[config.mk]
export PLATFORM = sky130hd
export DESIGN_NAME = eilr_responder
export DESIGN_NICKNAME = d
export VERILOG_FILES = /design/src/common/eilr_pkg.sv /design/src/hdl/eilr_responder.sv
export SDC_FILE = /design/constraint.sdc
export NUM_CORES = 1
export LEC_CHECK = 0
export BUFFER_PORTS_ARGS = -buffer_cell sky130_fd_sc_hd__buf_2
export CAP_MARGIN = 20
export CORE_AREA = 3 3 101 103
export CTS_CLUSTER_DIAMETER = 150
export DETAILED_ROUTE_END_ITERATION = 7
export DIE_AREA = 0 0 104 106
export PLACE_DENSITY = 0.76
export SETUP_SLACK_MARGIN = 0.02
export SYNTH_ARGS = -nofsm -noshare
export SYNTH_HDL_FRONTEND = slang
export SYNTH_SLANG_ARGS = --single-unit
[constraint.sdc]
create_clock -name clk_i -period 1.5 [get_ports clk_i]
set_input_delay 0.075 -clock clk_i [delete_from_list [all_inputs] [get_ports clk_i]]
set_output_delay 0.075 -clock clk_i [all_outputs]
set_load 0.03 [all_outputs]
[src/common/eilr_pkg.sv]
// constants for the extended identification leaf responder
// assumes a 40 MHz core clock and strap pins that only
// change while the core is held in reset

package eilr_pkg;

	// leaf numbers served by the block
	localparam logic [31:0] LEAF_PM    = 32'h8000_0007;
	localparam logic [31:0] LEAF_ADDR  = 32'h8000_0008;
	localparam logic [31:0] LEAF_RSV9  = 32'h8000_0009;
	localparam logic [31:0] LEAF_VIRT  = 32'h8000_000A;
	localparam logic [31:0] LEAF_TLB1G = 32'h8000_0019;
	localparam logic [31:0] LEAF_PERF  = 32'h8000_001A;

	// power management flag positions, fourth word
	localparam int PM_STAMP_RATE_BIT  = 8;
	localparam int PM_HW_PERF_BIT     = 7;
	localparam int PM_HUNDRED_MHZ_BIT = 6;
	localparam int PM_SW_THERMAL_BIT  = 5;
	localparam int PM_HW_THERMAL_BIT  = 4;
	localparam int PM_TRIP_BIT        = 3;
	localparam int PM_VOLT_CODE_BIT   = 2;
	localparam int PM_FREQ_CODE_BIT   = 1;
	localparam int PM_TEMP_SENSOR_BIT = 0;

	// address size leaf values
	localparam logic [7:0] LIN_ADDR_LONG  = 8'h30;
	localparam logic [7:0] LIN_ADDR_SHORT = 8'h20;
	localparam logic [7:0] PHYS_ADDR_BITS = 8'h30;
	localparam logic [3:0] CORE_SEL_BITS  = 4'h2;
	localparam int         NUM_CORES      = 4;

	// virtualization leaf values
	localparam logic [31:0] VIRT_ASID_COUNT = 32'h0000_0040;
	localparam int VIRT_NEXT_IP_BIT = 3;
	localparam int VIRT_LOCK_BIT    = 2;
	localparam int VIRT_BRANCH_BIT  = 1;
	localparam int VIRT_NESTED_BIT  = 0;

	// tlb associativity codes and 1 GB entry count
	localparam logic [3:0]  ASSOC_OFF      = 4'h0;
	localparam logic [3:0]  ASSOC_FULL     = 4'hF;
	localparam logic [11:0] L1D_1G_ENTRIES = 12'h030;
	localparam logic [11:0] NO_ENTRIES     = 12'h000;

	// register port byte offsets
	localparam logic [7:0] OFS_CTRL     = 8'h00;
	localparam logic [7:0] OFS_STATUS   = 8'h04;
	localparam logic [7:0] OFS_PM_FLAGS = 8'h08;
	localparam logic [7:0] OFS_ADDR     = 8'h0C;
	localparam logic [7:0] OFS_CORES    = 8'h10;
	localparam logic [7:0] OFS_VIRT_REV = 8'h14;
	localparam logic [7:0] OFS_VIRT_ID  = 8'h18;
	localparam logic [7:0] OFS_VIRT_FL  = 8'h1C;
	localparam logic [7:0] OFS_TLB_L1   = 8'h20;
	localparam logic [7:0] OFS_TLB_L2   = 8'h24;
	localparam logic [7:0] OFS_PERF     = 8'h28;

	// reset value of the thermal advertise mask
	localparam logic [1:0] CTRL_RST = 2'h3;

	// strap settle count after reset release
	localparam logic [1:0] STRAP_SETTLE = 2'h2;

	// strap capture phase
	typedef enum logic {
		PH_SETTLE = 1'b0,
		PH_READY  = 1'b1
	} eilr_phase_t;

endpackage

[src/hdl/eilr_responder.sv]
// extended identification leaf responder
// assumes leaf requests and register strobes come from
// logic on clk_i; strap pins are asynchronous and stable
//
// Summary of operation
// RL1: power leaf bit 8 stamp rate constant
// RL2: power leaf bit 7 hardware perf states
// RL3: power leaf bit 6 hundred megahertz steps
// RL4: power leaf bit 3 thermal trip supported
// RL5: power leaf bits 2:1 read zero
// RL6: power leaf bits 5:4 from product straps
// RL7: linear width 30h with long mode, else 20h
// RL8: physical address width always 30h
// RL9: core select bit count is 2h
// RL10: enabled core count minus one reported
// RL11: virtualization revision in low byte
// RL12: address space id count is 40h
// RL13: virt flags: 0, then three ones
// RL14: 1 GB data tlb: full, 48 entries
// RL15: other 1 GB tlb fields read zero
// RL16: virt leaf reserved without virt feature
// RL17: associativity 0h absent, Fh full
// RL18: reserved bits and leaves read zero
// RL19: answer depends on leaf and latched straps
//
// The register offsets and the address-and-strobe port were decided locally.

`timescale 1ns/1ps

module eilr_responder #(
	parameter logic [7:0] VIRT_REV     = 8'h0A, // arbitrary value
	parameter logic       UNALIGNED_MV = 1'b0,
	parameter logic       WIDE_FLOAT   = 1'b0
) (
	input  wire logic        clk_i,
	input  wire logic        reset_n_i,
	input  wire logic        leaf_req_i,
	input  wire logic [31:0] leaf_i,
	output logic             res_valid_o,
	output logic      [31:0] res_w0_o,
	output logic      [31:0] res_w1_o,
	output logic      [31:0] res_w2_o,
	output logic      [31:0] res_w3_o,
	input  wire logic  [7:0] reg_addr_i,
	input  wire logic [31:0] reg_wdata_i,
	input  wire logic        reg_we_i,
	input  wire logic        reg_re_i,
	output logic      [31:0] reg_rdata_o,
	input  wire logic        long_mode_i,
	input  wire logic        virt_present_i,
	input  wire logic        sw_thermal_i,
	input  wire logic        hw_thermal_i,
	input  wire logic  [3:0] core_disable_i,
	output logic             straps_ready_o
);

	// all block state except the reset release chain in one record
	typedef struct packed {
		logic  [7:0]          s1;      // strap sync, first
		logic  [7:0]          s2;      // strap sync, second
		logic  [1:0]          settle;  // settle counter
		eilr_pkg::eilr_phase_t phase;  // capture phase
		logic                 lmode;   // latched long mode
		logic                 virt;    // latched virt flag
		logic                 sw_th;   // latched sw thermal
		logic                 hw_th;   // latched hw thermal
		logic  [7:0]          nc;      // cores minus one
		logic  [1:0]          th_mask; // software mask
		logic                 valid;   // answer strobe
		logic [127:0]         res;     // four answer words
		logic [31:0]          rdata;   // register read data
	} eilr_state_t;

	eilr_state_t q;     // registered state
	eilr_state_t n;     // next state
	logic  [1:0] rst_q; // reset release chain
	logic        rst_n; // synchronous reset copy
	logic  [1:0] th_adv; // thermal bits advertised
	logic [127:0] rd_words; // words behind register reads

	// reset: asserts at once, releases after two edges
	always_ff @(posedge clk_i or negedge reset_n_i) begin
		if (!reset_n_i) begin
			rst_q <= 2'h0;
		end else begin
			rst_q <= {rst_q[0], 1'b1};
		end
	end

	assign rst_n = rst_q[1];

	// enabled cores minus one; core zero never drops out
	// so the field cannot wrap below zero
	function automatic logic [7:0] cores_m1(
		input logic [3:0] dis
	);
		logic [7:0] cnt;
		cnt = 8'h00;
		for (int i = 1; i < eilr_pkg::NUM_CORES; i++) begin
			if (!dis[i]) begin
				cnt = cnt + 8'h01; // [RL10]
			end
		end
		return cnt;
	endfunction

	// four result words for one leaf, word 0 lowest
	function automatic logic [127:0] leaf_words(
		input logic [31:0] leaf,
		input logic        lmode,
		input logic        virt,
		input logic  [1:0] th,
		input logic  [7:0] nc
	);
		logic [31:0] w0;
		logic [31:0] w1;
		logic [31:0] w2;
		logic [31:0] w3;
		w0 = 32'h0000_0000; // [RL18]
		w1 = 32'h0000_0000;
		w2 = 32'h0000_0000;
		w3 = 32'h0000_0000;
		if (leaf == eilr_pkg::LEAF_PM) begin
			// fixed power flags
			w3[eilr_pkg::PM_STAMP_RATE_BIT]  = 1'b1; // [RL1]
			w3[eilr_pkg::PM_HW_PERF_BIT]     = 1'b1; // [RL2]
			w3[eilr_pkg::PM_HUNDRED_MHZ_BIT] = 1'b1; // [RL3]
			w3[eilr_pkg::PM_TRIP_BIT]        = 1'b1; // [RL4]
			w3[eilr_pkg::PM_VOLT_CODE_BIT]   = 1'b0; // [RL5]
			w3[eilr_pkg::PM_FREQ_CODE_BIT]   = 1'b0; // [RL5]
			w3[eilr_pkg::PM_TEMP_SENSOR_BIT] = 1'b1;
			// product dependent thermal flags
			w3[eilr_pkg::PM_SW_THERMAL_BIT]  = th[0]; // [RL6]
			w3[eilr_pkg::PM_HW_THERMAL_BIT]  = th[1]; // [RL6]
		end else if (leaf == eilr_pkg::LEAF_ADDR) begin
			// linear width follows long mode
			w0[15:8] = lmode ? eilr_pkg::LIN_ADDR_LONG
				: eilr_pkg::LIN_ADDR_SHORT; // [RL7]
			w0[7:0] = eilr_pkg::PHYS_ADDR_BITS; // [RL8]
			w2[15:12] = eilr_pkg::CORE_SEL_BITS; // [RL9]
			w2[7:0] = nc; // [RL10]
		end else if (leaf == eilr_pkg::LEAF_VIRT) begin
			// whole leaf zero when virt is absent
			if (virt) begin // [RL16]
				w0[7:0] = VIRT_REV; // [RL11]
				w1 = eilr_pkg::VIRT_ASID_COUNT; // [RL12]
				w3[eilr_pkg::VIRT_NEXT_IP_BIT] = 1'b0; // [RL13]
				w3[eilr_pkg::VIRT_LOCK_BIT] = 1'b1; // [RL13]
				w3[eilr_pkg::VIRT_BRANCH_BIT] = 1'b1; // [RL13]
				w3[eilr_pkg::VIRT_NESTED_BIT] = 1'b1; // [RL13]
			end
		end else if (leaf == eilr_pkg::LEAF_TLB1G) begin
			// only the first-level data tlb holds 1 GB pages
			w0[31:28] = eilr_pkg::ASSOC_FULL; // [RL14] [RL17]
			w0[27:16] = eilr_pkg::L1D_1G_ENTRIES; // [RL14]
			w0[15:12] = eilr_pkg::ASSOC_OFF; // [RL15] [RL17]
			w0[11:0] = eilr_pkg::NO_ENTRIES; // [RL15]
			w1[31:28] = eilr_pkg::ASSOC_OFF; // [RL15] [RL17]
			w1[27:16] = eilr_pkg::NO_ENTRIES; // [RL15]
			w1[15:12] = eilr_pkg::ASSOC_OFF; // [RL15] [RL17]
			w1[11:0] = eilr_pkg::NO_ENTRIES; // [RL15]
		end else if (leaf == eilr_pkg::LEAF_PERF) begin
			// tuning hints, set per product
			w0[1] = UNALIGNED_MV;
			w0[0] = WIDE_FLOAT;
		end
		return {w3, w2, w1, w0};
	endfunction

	// thermal flags pass only where software allows
	assign th_adv = {q.hw_th & q.th_mask[1],
		q.sw_th & q.th_mask[0]}; // [RL6]

	// register reads see the same tables as the core
	always_comb begin
		if (reg_addr_i == eilr_pkg::OFS_PM_FLAGS) begin
			rd_words = leaf_words(eilr_pkg::LEAF_PM,
				q.lmode, q.virt, th_adv, q.nc);
		end else if (reg_addr_i == eilr_pkg::OFS_ADDR ||
			reg_addr_i == eilr_pkg::OFS_CORES) begin
			rd_words = leaf_words(eilr_pkg::LEAF_ADDR,
				q.lmode, q.virt, th_adv, q.nc);
		end else if (reg_addr_i == eilr_pkg::OFS_TLB_L1 ||
			reg_addr_i == eilr_pkg::OFS_TLB_L2) begin
			rd_words = leaf_words(eilr_pkg::LEAF_TLB1G,
				q.lmode, q.virt, th_adv, q.nc);
		end else if (reg_addr_i == eilr_pkg::OFS_PERF) begin
			rd_words = leaf_words(eilr_pkg::LEAF_PERF,
				q.lmode, q.virt, th_adv, q.nc);
		end else begin
			// virt offsets, or nothing useful
			rd_words = leaf_words(eilr_pkg::LEAF_VIRT,
				q.lmode, q.virt, th_adv, q.nc);
		end
	end

	// next state
	always_comb begin
		n = q;
		// two-stage strap synchroniser
		n.s1 = {long_mode_i, virt_present_i, sw_thermal_i,
			hw_thermal_i, core_disable_i};
		n.s2 = q.s1;
		n.valid = 1'b0;
		n.rdata = 32'h0000_0000;

		// straps caught once, then frozen until reset,
		// so only writes to the thermal mask shift answers under running software
		case (q.phase)
			eilr_pkg::PH_SETTLE: begin
				if (q.settle == eilr_pkg::STRAP_SETTLE) begin
					n.phase = eilr_pkg::PH_READY;
					n.lmode = q.s2[7]; // [RL19]
					n.virt = q.s2[6];
					n.sw_th = q.s2[5];
					n.hw_th = q.s2[4];
					n.nc = cores_m1(q.s2[3:0]); // [RL10]
				end else begin
					n.settle = q.settle + 2'h1;
				end
			end
			eilr_pkg::PH_READY: begin
				n.phase = eilr_pkg::PH_READY;
			end
			default: begin
				n.phase = eilr_pkg::PH_SETTLE;
			end
		endcase

		// answer a leaf request one cycle later
		if (leaf_req_i) begin
			n.valid = 1'b1;
			n.res = leaf_words(leaf_i, q.lmode, q.virt,
				th_adv, q.nc); // [RL19]
		end

		// register writes; only the mask is writable
		if (reg_we_i && reg_addr_i == eilr_pkg::OFS_CTRL) begin
			n.th_mask = reg_wdata_i[1:0];
		end

		// register reads; unmapped offsets read zero
		if (reg_re_i) begin
			if (reg_addr_i == eilr_pkg::OFS_CTRL) begin
				n.rdata = {30'h0000_0000, q.th_mask};
			end else if (reg_addr_i == eilr_pkg::OFS_STATUS) begin
				n.rdata = {16'h0000, q.nc, 3'h0,
					q.phase == eilr_pkg::PH_READY,
					q.lmode, q.virt, q.sw_th, q.hw_th};
			end else if (reg_addr_i == eilr_pkg::OFS_PM_FLAGS) begin
				n.rdata = rd_words[127:96];
			end else if (reg_addr_i == eilr_pkg::OFS_ADDR) begin
				n.rdata = rd_words[31:0];
			end else if (reg_addr_i == eilr_pkg::OFS_CORES) begin
				n.rdata = rd_words[95:64];
			end else if (reg_addr_i == eilr_pkg::OFS_VIRT_REV) begin
				n.rdata = rd_words[31:0]; // [RL16]
			end else if (reg_addr_i == eilr_pkg::OFS_VIRT_ID) begin
				n.rdata = rd_words[63:32];
			end else if (reg_addr_i == eilr_pkg::OFS_VIRT_FL) begin
				n.rdata = rd_words[127:96];
			end else if (reg_addr_i == eilr_pkg::OFS_TLB_L1) begin
				n.rdata = rd_words[31:0];
			end else if (reg_addr_i == eilr_pkg::OFS_TLB_L2) begin
				n.rdata = rd_words[63:32];
			end else if (reg_addr_i == eilr_pkg::OFS_PERF) begin
				n.rdata = rd_words[31:0];
			end else begin
				n.rdata = 32'h0000_0000; // [RL18]
			end
		end
	end

	// state register; reset values are constants only
	always_ff @(posedge clk_i or negedge rst_n) begin
		if (!rst_n) begin
			q <= '0;
			q.th_mask <= eilr_pkg::CTRL_RST;
		end else begin
			q <= n;
		end
	end

	// outputs straight from flip-flops
	assign res_valid_o    = q.valid;
	assign res_w0_o       = q.res[31:0];
	assign res_w1_o       = q.res[63:32];
	assign res_w2_o       = q.res[95:64];
	assign res_w3_o       = q.res[127:96];
	assign reg_rdata_o    = q.rdata;
	assign straps_ready_o = q.phase == eilr_pkg::PH_READY;

	logic [127:0] res_all; // all answer words
	assign res_all = q.res;
endmodule

# Word-level counts from Yosys, hierarchy flattened
# Index checks and enable logic that the tools add are counted.
# totals
mem_bits_rw	0
ff_bits	153
mem_count	0
word_cells	89
latch_bits	0
out_inout_bits	162
romBits	0
in_bits	85
# classes
n_reduce_logical	6
mux	47
n_shift	0
add_sub_neg	3
div	0
n_mul	0
n_bitwise	4
n_eq_ne	15
n_lt_le_gt_ge	0
# ops
cell	count
$mux W32	13
$mux W99	3
$mux W129	1
$eq A32 B32 Y1 const B	4
$mux W105	1
$mux W8	9
$eq A8 B5 Y1 const B	4
$mux W16	2
$mux W30	1
$mux W7	4
$eq A8 B6 Y1 const B	3
$mux W24	1
$add A8 B1 Y8 const B	2
$eq A8 B4 Y1 const B	2
$mux W13	1
$mux W5	2
$mux W3	3
$eq A8 B3 Y1 const B	1
$logic_not A8 Y1	1
$mux W4	2
$mux W2	2
$reduce_and A2 Y1	2
$add A2 B1 Y2 const B	1
$and A1 B1 Y1	2
6 further kinds	8

# Longest topological paths before layout
# Gate-level depths: netlist of run 1.
# depth
word_depth	17
ltp_mapped	6
depth_no_buf	5

# Worst setup path before layout of run 1
# Ideal clock, no wire load.
# synth_path
kind	register -> register
startpoint	register q[164] (netlist bit)
endpoint	register q (netlist bit reg_rdata_o[1])
path_buffers	0
path_slack_ns	0.020
t_required_ns	1.377
period_less_slack_ns	1.480
setup_ns	0.123
path_stages_with_launch	5
arrival_ns	1.357
cell_sequence	dfrtp_1 or4b_1 a2111oi_0 a211o_1 a21oi_1
# synth_rtl
element	line	text
from (decl)	eilr_responder.sv:74	eilr_state_t q;
from (signal assigned)	eilr_responder.sv:280	q <= n;

==> results of run 1 <==
==> worst max-delay path: stages (launching register included) <==
cell       delay (ns)
dfrtp_1          0.39
or4b_4           0.49
a2111oi_4        0.29
a211o_1          0.13
a21oi_1          0.06
==> per-stage QoR <==
stage / worst slack [ns] / std cells / cell area (sq um) / hold WS, ns / setup TNS [ns]
6_report: 0.0282 / 583 / 3730 / 0.0260 / 0
3_3_place_gp: -0.0116 / 564 / 3470 / -0.135 / -0.0116
4_1_cts: 0.00714 / 583 / 3700 / 0.0131 / 0
2_1_floorplan: 0.0352 / 489 / 3940 / -0.221 / 0
5_1_grt: -0.0233 / 583 / 3730 / 0.00966 / -0.0233
3_5_place_dp: -0.0872 / 564 / 3470 / -0.134 / -0.127
==> area by class of cell <==
cell class                 count  area (sq um)  area share
sequential                    54          1360       0.363
multi-input combinational    245          1300       0.347
timing repair buffer         127           731       0.196
tap                          129           161      0.0433
inverter                      20          75.1      0.0201
clock buffer                   5          68.8      0.0184
clock inverter                 3          43.8      0.0117
==> per-layer routing <==
layer,vias up,GRT usage,wire length [um]
met5,-,0,0
met4,0,0.0342,62
met3,7,0.0273,633
met2,136,0.188,3370
met1,1079,0.145,2670
li1,1116,-,-
==> cells by family after synthesis <==
kind of cell | count (synthesis) | synth area share
buf+inv | 190 | 0.377
simple gates | 75 | 0.120
flops | 54 | 0.386
compound gates | 40 | 0.0717
mux | 8 | 0.0253
fa+ha+maj | 3 | 0.0107
xor+xnor | 3 | 0.00749
other cells | 2 | 0.00214
==> cell usage in the layout (no fill, tap or decap), types with 2 or more instances in the layout <==
cell	instances
conb_1	116
buf_2	100
dfrtp_1	51
inv_1	20
buf_4	16
nor2_1	13
nand2_1	13
dlygate4sd3_1	11
o21ai_0	10
a21oi_1	9
nand3_1	9
o22ai_1	8
nor3_1	6
nor4_1	6
and3_1	6
mux2_2	5
clkbuf_8	5
nor2b_1	4
nand2b_1	4
ha_1	3
xor2_1	2
o31ai_1	2
and4_1	2
nand4_1	2
mux2_1	2
dfstp_2	2
==> sequential cells by signal, summed over array words and instances (netlist names) <==
register        flops
n                   7
res_valid_o         1
straps_ready_o      1
reg_rdata_o        14
q                  18
res_all            11
rst_q               2
==> path summary, 6_finish.rpt <==
path | from | to | slack, ns | depth (start not counted)
worst min register to register | rst_q[1] | q[171] | 0.16 | 0
worst max register to register | q[164] | reg_rdata_o[1] | 0.03 | 4
max in group asynchronous | rst_q[1] | q[180] | 0.79 | 1
worst min-delay path | leaf_i[4] | res_all[31] | 0.03 | 3
min in group asynchronous | reset_n_i | rst_q[0] | 0.07 | 2
worst max-delay path | q[164] | reg_rdata_o[1] | 0.03 | 4
==> power by group <==
| group | internal (uW) | switching (uW) |
|---|---|---|
| sequential | 1500 | 31.1 |
| combinational | 143 | 535 |
| clock | 500 | 468 |
| total | 2140 | 1030 |
==> timing repair <==
action                     4_1_cts  5_1_grt
setup buffers                    0        0
setup endpoints to repair        1        2
hold endpoints to repair        12        0
gates resized for setup          1        5
pin swaps                        1        1
hold buffers                    11        0
==> impl_metrics.py, run 1 <==
metrics = {
    "die": {
        "io_pins": 247,
        "core_area_sq_mm": 0.00928,
        "start_util": 0.378,
        "die_w_um": 104,
        "rows": 35,
        "die_y_um": 106,
        "dieArea_sq_mm": 0.0110,
    },
    "cts": {
        "cts.path.max_buffers": 2,
        "clk_pin_slew_ns": 0.10,
        "cts.htree.levels": 2,
        "cts-root-buf": "clkbuf_8",
        "clock-sinks": 54,
        "cts_tree": "done",
        "worstSkewPairLatency_ns": 0.30,
        "numCtsBuffers": 5,
    },
    "sta": {
        "fin_crit_ns": 1.47,
        "clock.fmax_mhz": 679,
        "fin_skew_ns": 0.00552,
        "hold_viol": 0,
        "rsz0062_at_grt": "yes",
        "drv_slew": 0,
        "setup_viol": 0,
        "min_period_over_period": 0.981,
    },
    "status": {
        "outcome": "finished clean",
    },
    "yosys": {
        "ys_warn_count": 0,
        "synth-seq-cells": 54,
        "syn_area_per_cell_sq_um": 9.36,
        "synth_edf_count": 0,
        "netlist_area_sq_mm": 0.00351,
        "synth.most_common_cell": "buf_4",
        "synthTopCellsByArea": "dfrtp_1 37%, buf_4 34%, inv_1 2.1%",
        "yosysTopAreaCellShare": 0.371,
        "synthCells": 375,
        "ys_types": 47,
        "synth-seq-area-share": 0.386,
        "synthArstFlopShare": 1.00,
        "netlist_top_cells_count": "160 x buf_4, 52 x dfrtp_1, 20 x inv_1, 13 x nand2_1, 13 x nor2_1",
        "synth_top_cell_by_area": "dfrtp_1",
        "yosys_most_used_dff": "dfrtp_1",
    },
    "route": {
        "drt-vias-per-instance": 4.01,
        "route.vias.total": 2338,
        "wl_um": 6730,
        "firstDrtPassIters": 4,
        "antenna_left": 0,
        "drc": 0,
        "drt-initial-drc-count": 130,
        "wl_per_cell_um": 11.5,
    },
    "job": {
        "drv_cap": 0,
    },
    "critical_path": {
        "required_ns": 1.69,
        "critPathMaxFanout": 2,
        "critical_path_class": "reg -> reg",
        "start_kind": "flip-flop",
        "crit_arrival_ns": 1.67,
        "end_kind": "flip-flop",
    },
    "placed_design": {
        "port_buffers": 100,
        "gp_congestion": 0.825,
        "dpl.hpwl_um": 5590,
    },
    "power": {
        "power.total_uw": 3170,
        "p_per_area_mw_per_mm2": 851,
        "worst_ir_drop_vdd_v": 0.000497,
        "power.leakage_uw": 0.00202,
    },
    "grt": {
        "grt-ovfl-total": 0,
        "grtUsageTotal": 0.113,
        "grt_pass1_vias": 2083,
        "antenna_found_initial": 0,
        "grt_max_degree": 19,
        "grt_pass1_wl_um": 10300,
    },
    "layout": {
        "nNetsFinal": 541,
        "area_growth_pct": 6.35,
        "diodes": 0,
        "utilization": 0.402,
        "nFillCells": 928,
        "drive_above_1_share": 0.311,
    },
    "worst_hold_path": {
        "hp-class": "in -> reg",
    },
}
No activity file was read; power rests on OpenSTA's default activity.
==> inputs of run 2 (changes only) <==
Settings changed: CORE_AREA 3 3 101 103 to 2 2 100 102, DIE_AREA 0 0 104 106 to 0 0 102 104, PLACE_DENSITY 0.76 to not set, PLACE_DENSITY_LB_ADDON set to 0.2.
==> impl_metrics.py, run 2 (synthesis results as in run 1) <==
metrics = {
    "route": {
        "dr_wl_met2_um": 3290,
        "wl_um": 6570,
        "highest_layer": "met4",
        "drt-initial-drc-count": 54,
        "dr_wl_met3_um": 458,
        "route.vias.total": 2294,
        "drt-vias-per-instance": 3.91,
        "wl_met1_um": 2760,
        "antenna_left": 0,
        "wl_per_cell_um": 11.2,
        "drc": 0,
        "firstDrtPassIters": 4,
    },
    "placed_design": {
        "dpl_worst_slack_ns": -0.0249,
        "gp_congestion": 0.812,
        "dpl.hpwl_um": 5270,
        "port_buffers": 100,
        "numPlacedInstances": 567,
    },
    "critical_path": {
        "crit_arrival_ns": 1.67,
        "critical_path_class": "reg -> reg",
        "critPathMaxFanout": 2,
        "start_kind": "flip-flop",
        "crit_start": "q[164]",
        "rrSetupSlack_ns": 0.03,
        "end_kind": "flip-flop",
        "required_ns": 1.70,
        "reg2reg_from": "q[164]",
        "r2r_cells": 4,
        "crit_end": "reg_rdata_o[1]",
        "reg2reg_to": "reg_rdata_o[1]",
    },
    "grt": {
        "antenna_found_initial": 0,
        "grt_pass1_vias": 2084,
        "grt_pass1_wl_um": 10400,
        "grt-ovfl-total": 0,
        "grtUsageTotal": 0.123,
        "grt_max_degree": 22,
    },
    "die": {
        "io_pins": 247,
        "rows": 36,
        "die_y_um": 104,
        "die_w_um": 102,
        "core_area_sq_mm": 0.00955,
        "start_util": 0.367,
        "dieArea_sq_mm": 0.0106,
    },
    "layout": {
        "layout_commonest_cell": "conb_1",
        "largest-register": "q",
        "final_cell_mix": "116 x conb_1, 100 x buf_2, 51 x dfrtp_1",
        "utilization": 0.394,
        "final_cells": 586,
        "drive_above_1_share": 0.305,
        "largest_register_ffs": 18,
        "diodes": 0,
        "area_growth_pct": 7.20,
        "nNetsFinal": 540,
    },
    "cts": {
        "worstSkewPairLatency_ns": 0.30,
        "cts_tree": "done",
        "cts-root-buf": "clkbuf_8",
        "clock-sinks": 54,
        "clk_pin_slew_ns": 0.10,
        "cts.path.max_buffers": 2,
        "cts.htree.levels": 2,
        "numCtsBuffers": 5,
        "cts_setup_buffers": 0,
    },
    "sta": {
        "setup_ws_ns": 0.0283,
        "tns_ns": 0,
        "rsz0062_at_grt": "yes",
        "fin_skew_ns": 0.00887,
        "hold_viol": 0,
        "min_period_over_period": 0.981,
        "clock.fmax_mhz": 679,
        "setup_viol": 0,
        "drv_slew": 0,
        "fin_crit_ns": 1.47,
    },
    "power": {
        "worst_ir_drop_vdd_v": 0.000603,
        "power.total_uw": 3390,
        "p_per_area_mw_per_mm2": 901,
        "power.leakage_uw": 0.00202,
    },
    "worst_hold_path": {
        "hp-class": "in -> reg",
    },
    "status": {
        "outcome": "finished clean",
    },
    "job": {
        "drv_cap": 0,
    },
}
-- run 2: per-stage QoR --
step	hold slack [ns]	instance area, sq um
finish	0.0234	3760
CTS	0.00103	3730
global placement	-0.138	3480
floorplan	-0.221	3940
global route	0.0409	3760
detailed placement	-0.135	3480
-- run 2: worst max-delay path, stage by stage, from the launching register on --
cell and delay, ns:
dfrtp_1 0.39, or4b_4 0.50, a2111oi_4 0.29, a211o_1 0.13, a21oi_1 0.06
-- run 2: worst min path at each step --
| stage | start | to | slack [ns] | depth (start not counted) |
|---|---|---|---|---|
| 2_1_floorplan | reset_n_i | rst_q[0] | -0.22 | 0 |
| 3_3_place_gp | reset_n_i | rst_q[0] | -0.14 | 1 |
| 3_5_place_dp | reset_n_i | rst_q[0] | -0.13 | 1 |
| 4_1_cts | leaf_i[3] | res_all[103] | 0.001 | 2 |
| 5_1_grt | leaf_i[4] | res_all[31] | 0.04 | 3 |
| 6_report | leaf_i[4] | res_all[31] | 0.02 | 3 |
-- run 2: report_power, final --
group          leakage (uW)  switching [uW]  internal [uW]
Sequential         0.000682            33.1           1500
Combinational       0.00127             534            145
Clock             0.0000714             467            712
Total               0.00202            1030           2350
-- run 2: layout make-up --
cell class                 instances  area [sq um]
multi-input combinational        245          1290
sequential                        54          1360
tap                              133           166
clock buffer                       6          82.6
clock inverter                     2          60.1
fill                             969          5790
timing repair buffer             126           736
inverter                          20          75.1
-- run 2: what timing repair did --
item	CTS	global route
endpoints found under the setup margin	1	2
resized for setup	1	3
pin swaps	1	0
hold endpoints to repair	11	1
hold buffers	10	1
-- run 2: metal layers --
metal	track usage	vias up
met3	0.0255	5
met1	0.166	1066
met2	0.200	112
met5	0	-
li1	-	1111
met4	0.0314	0
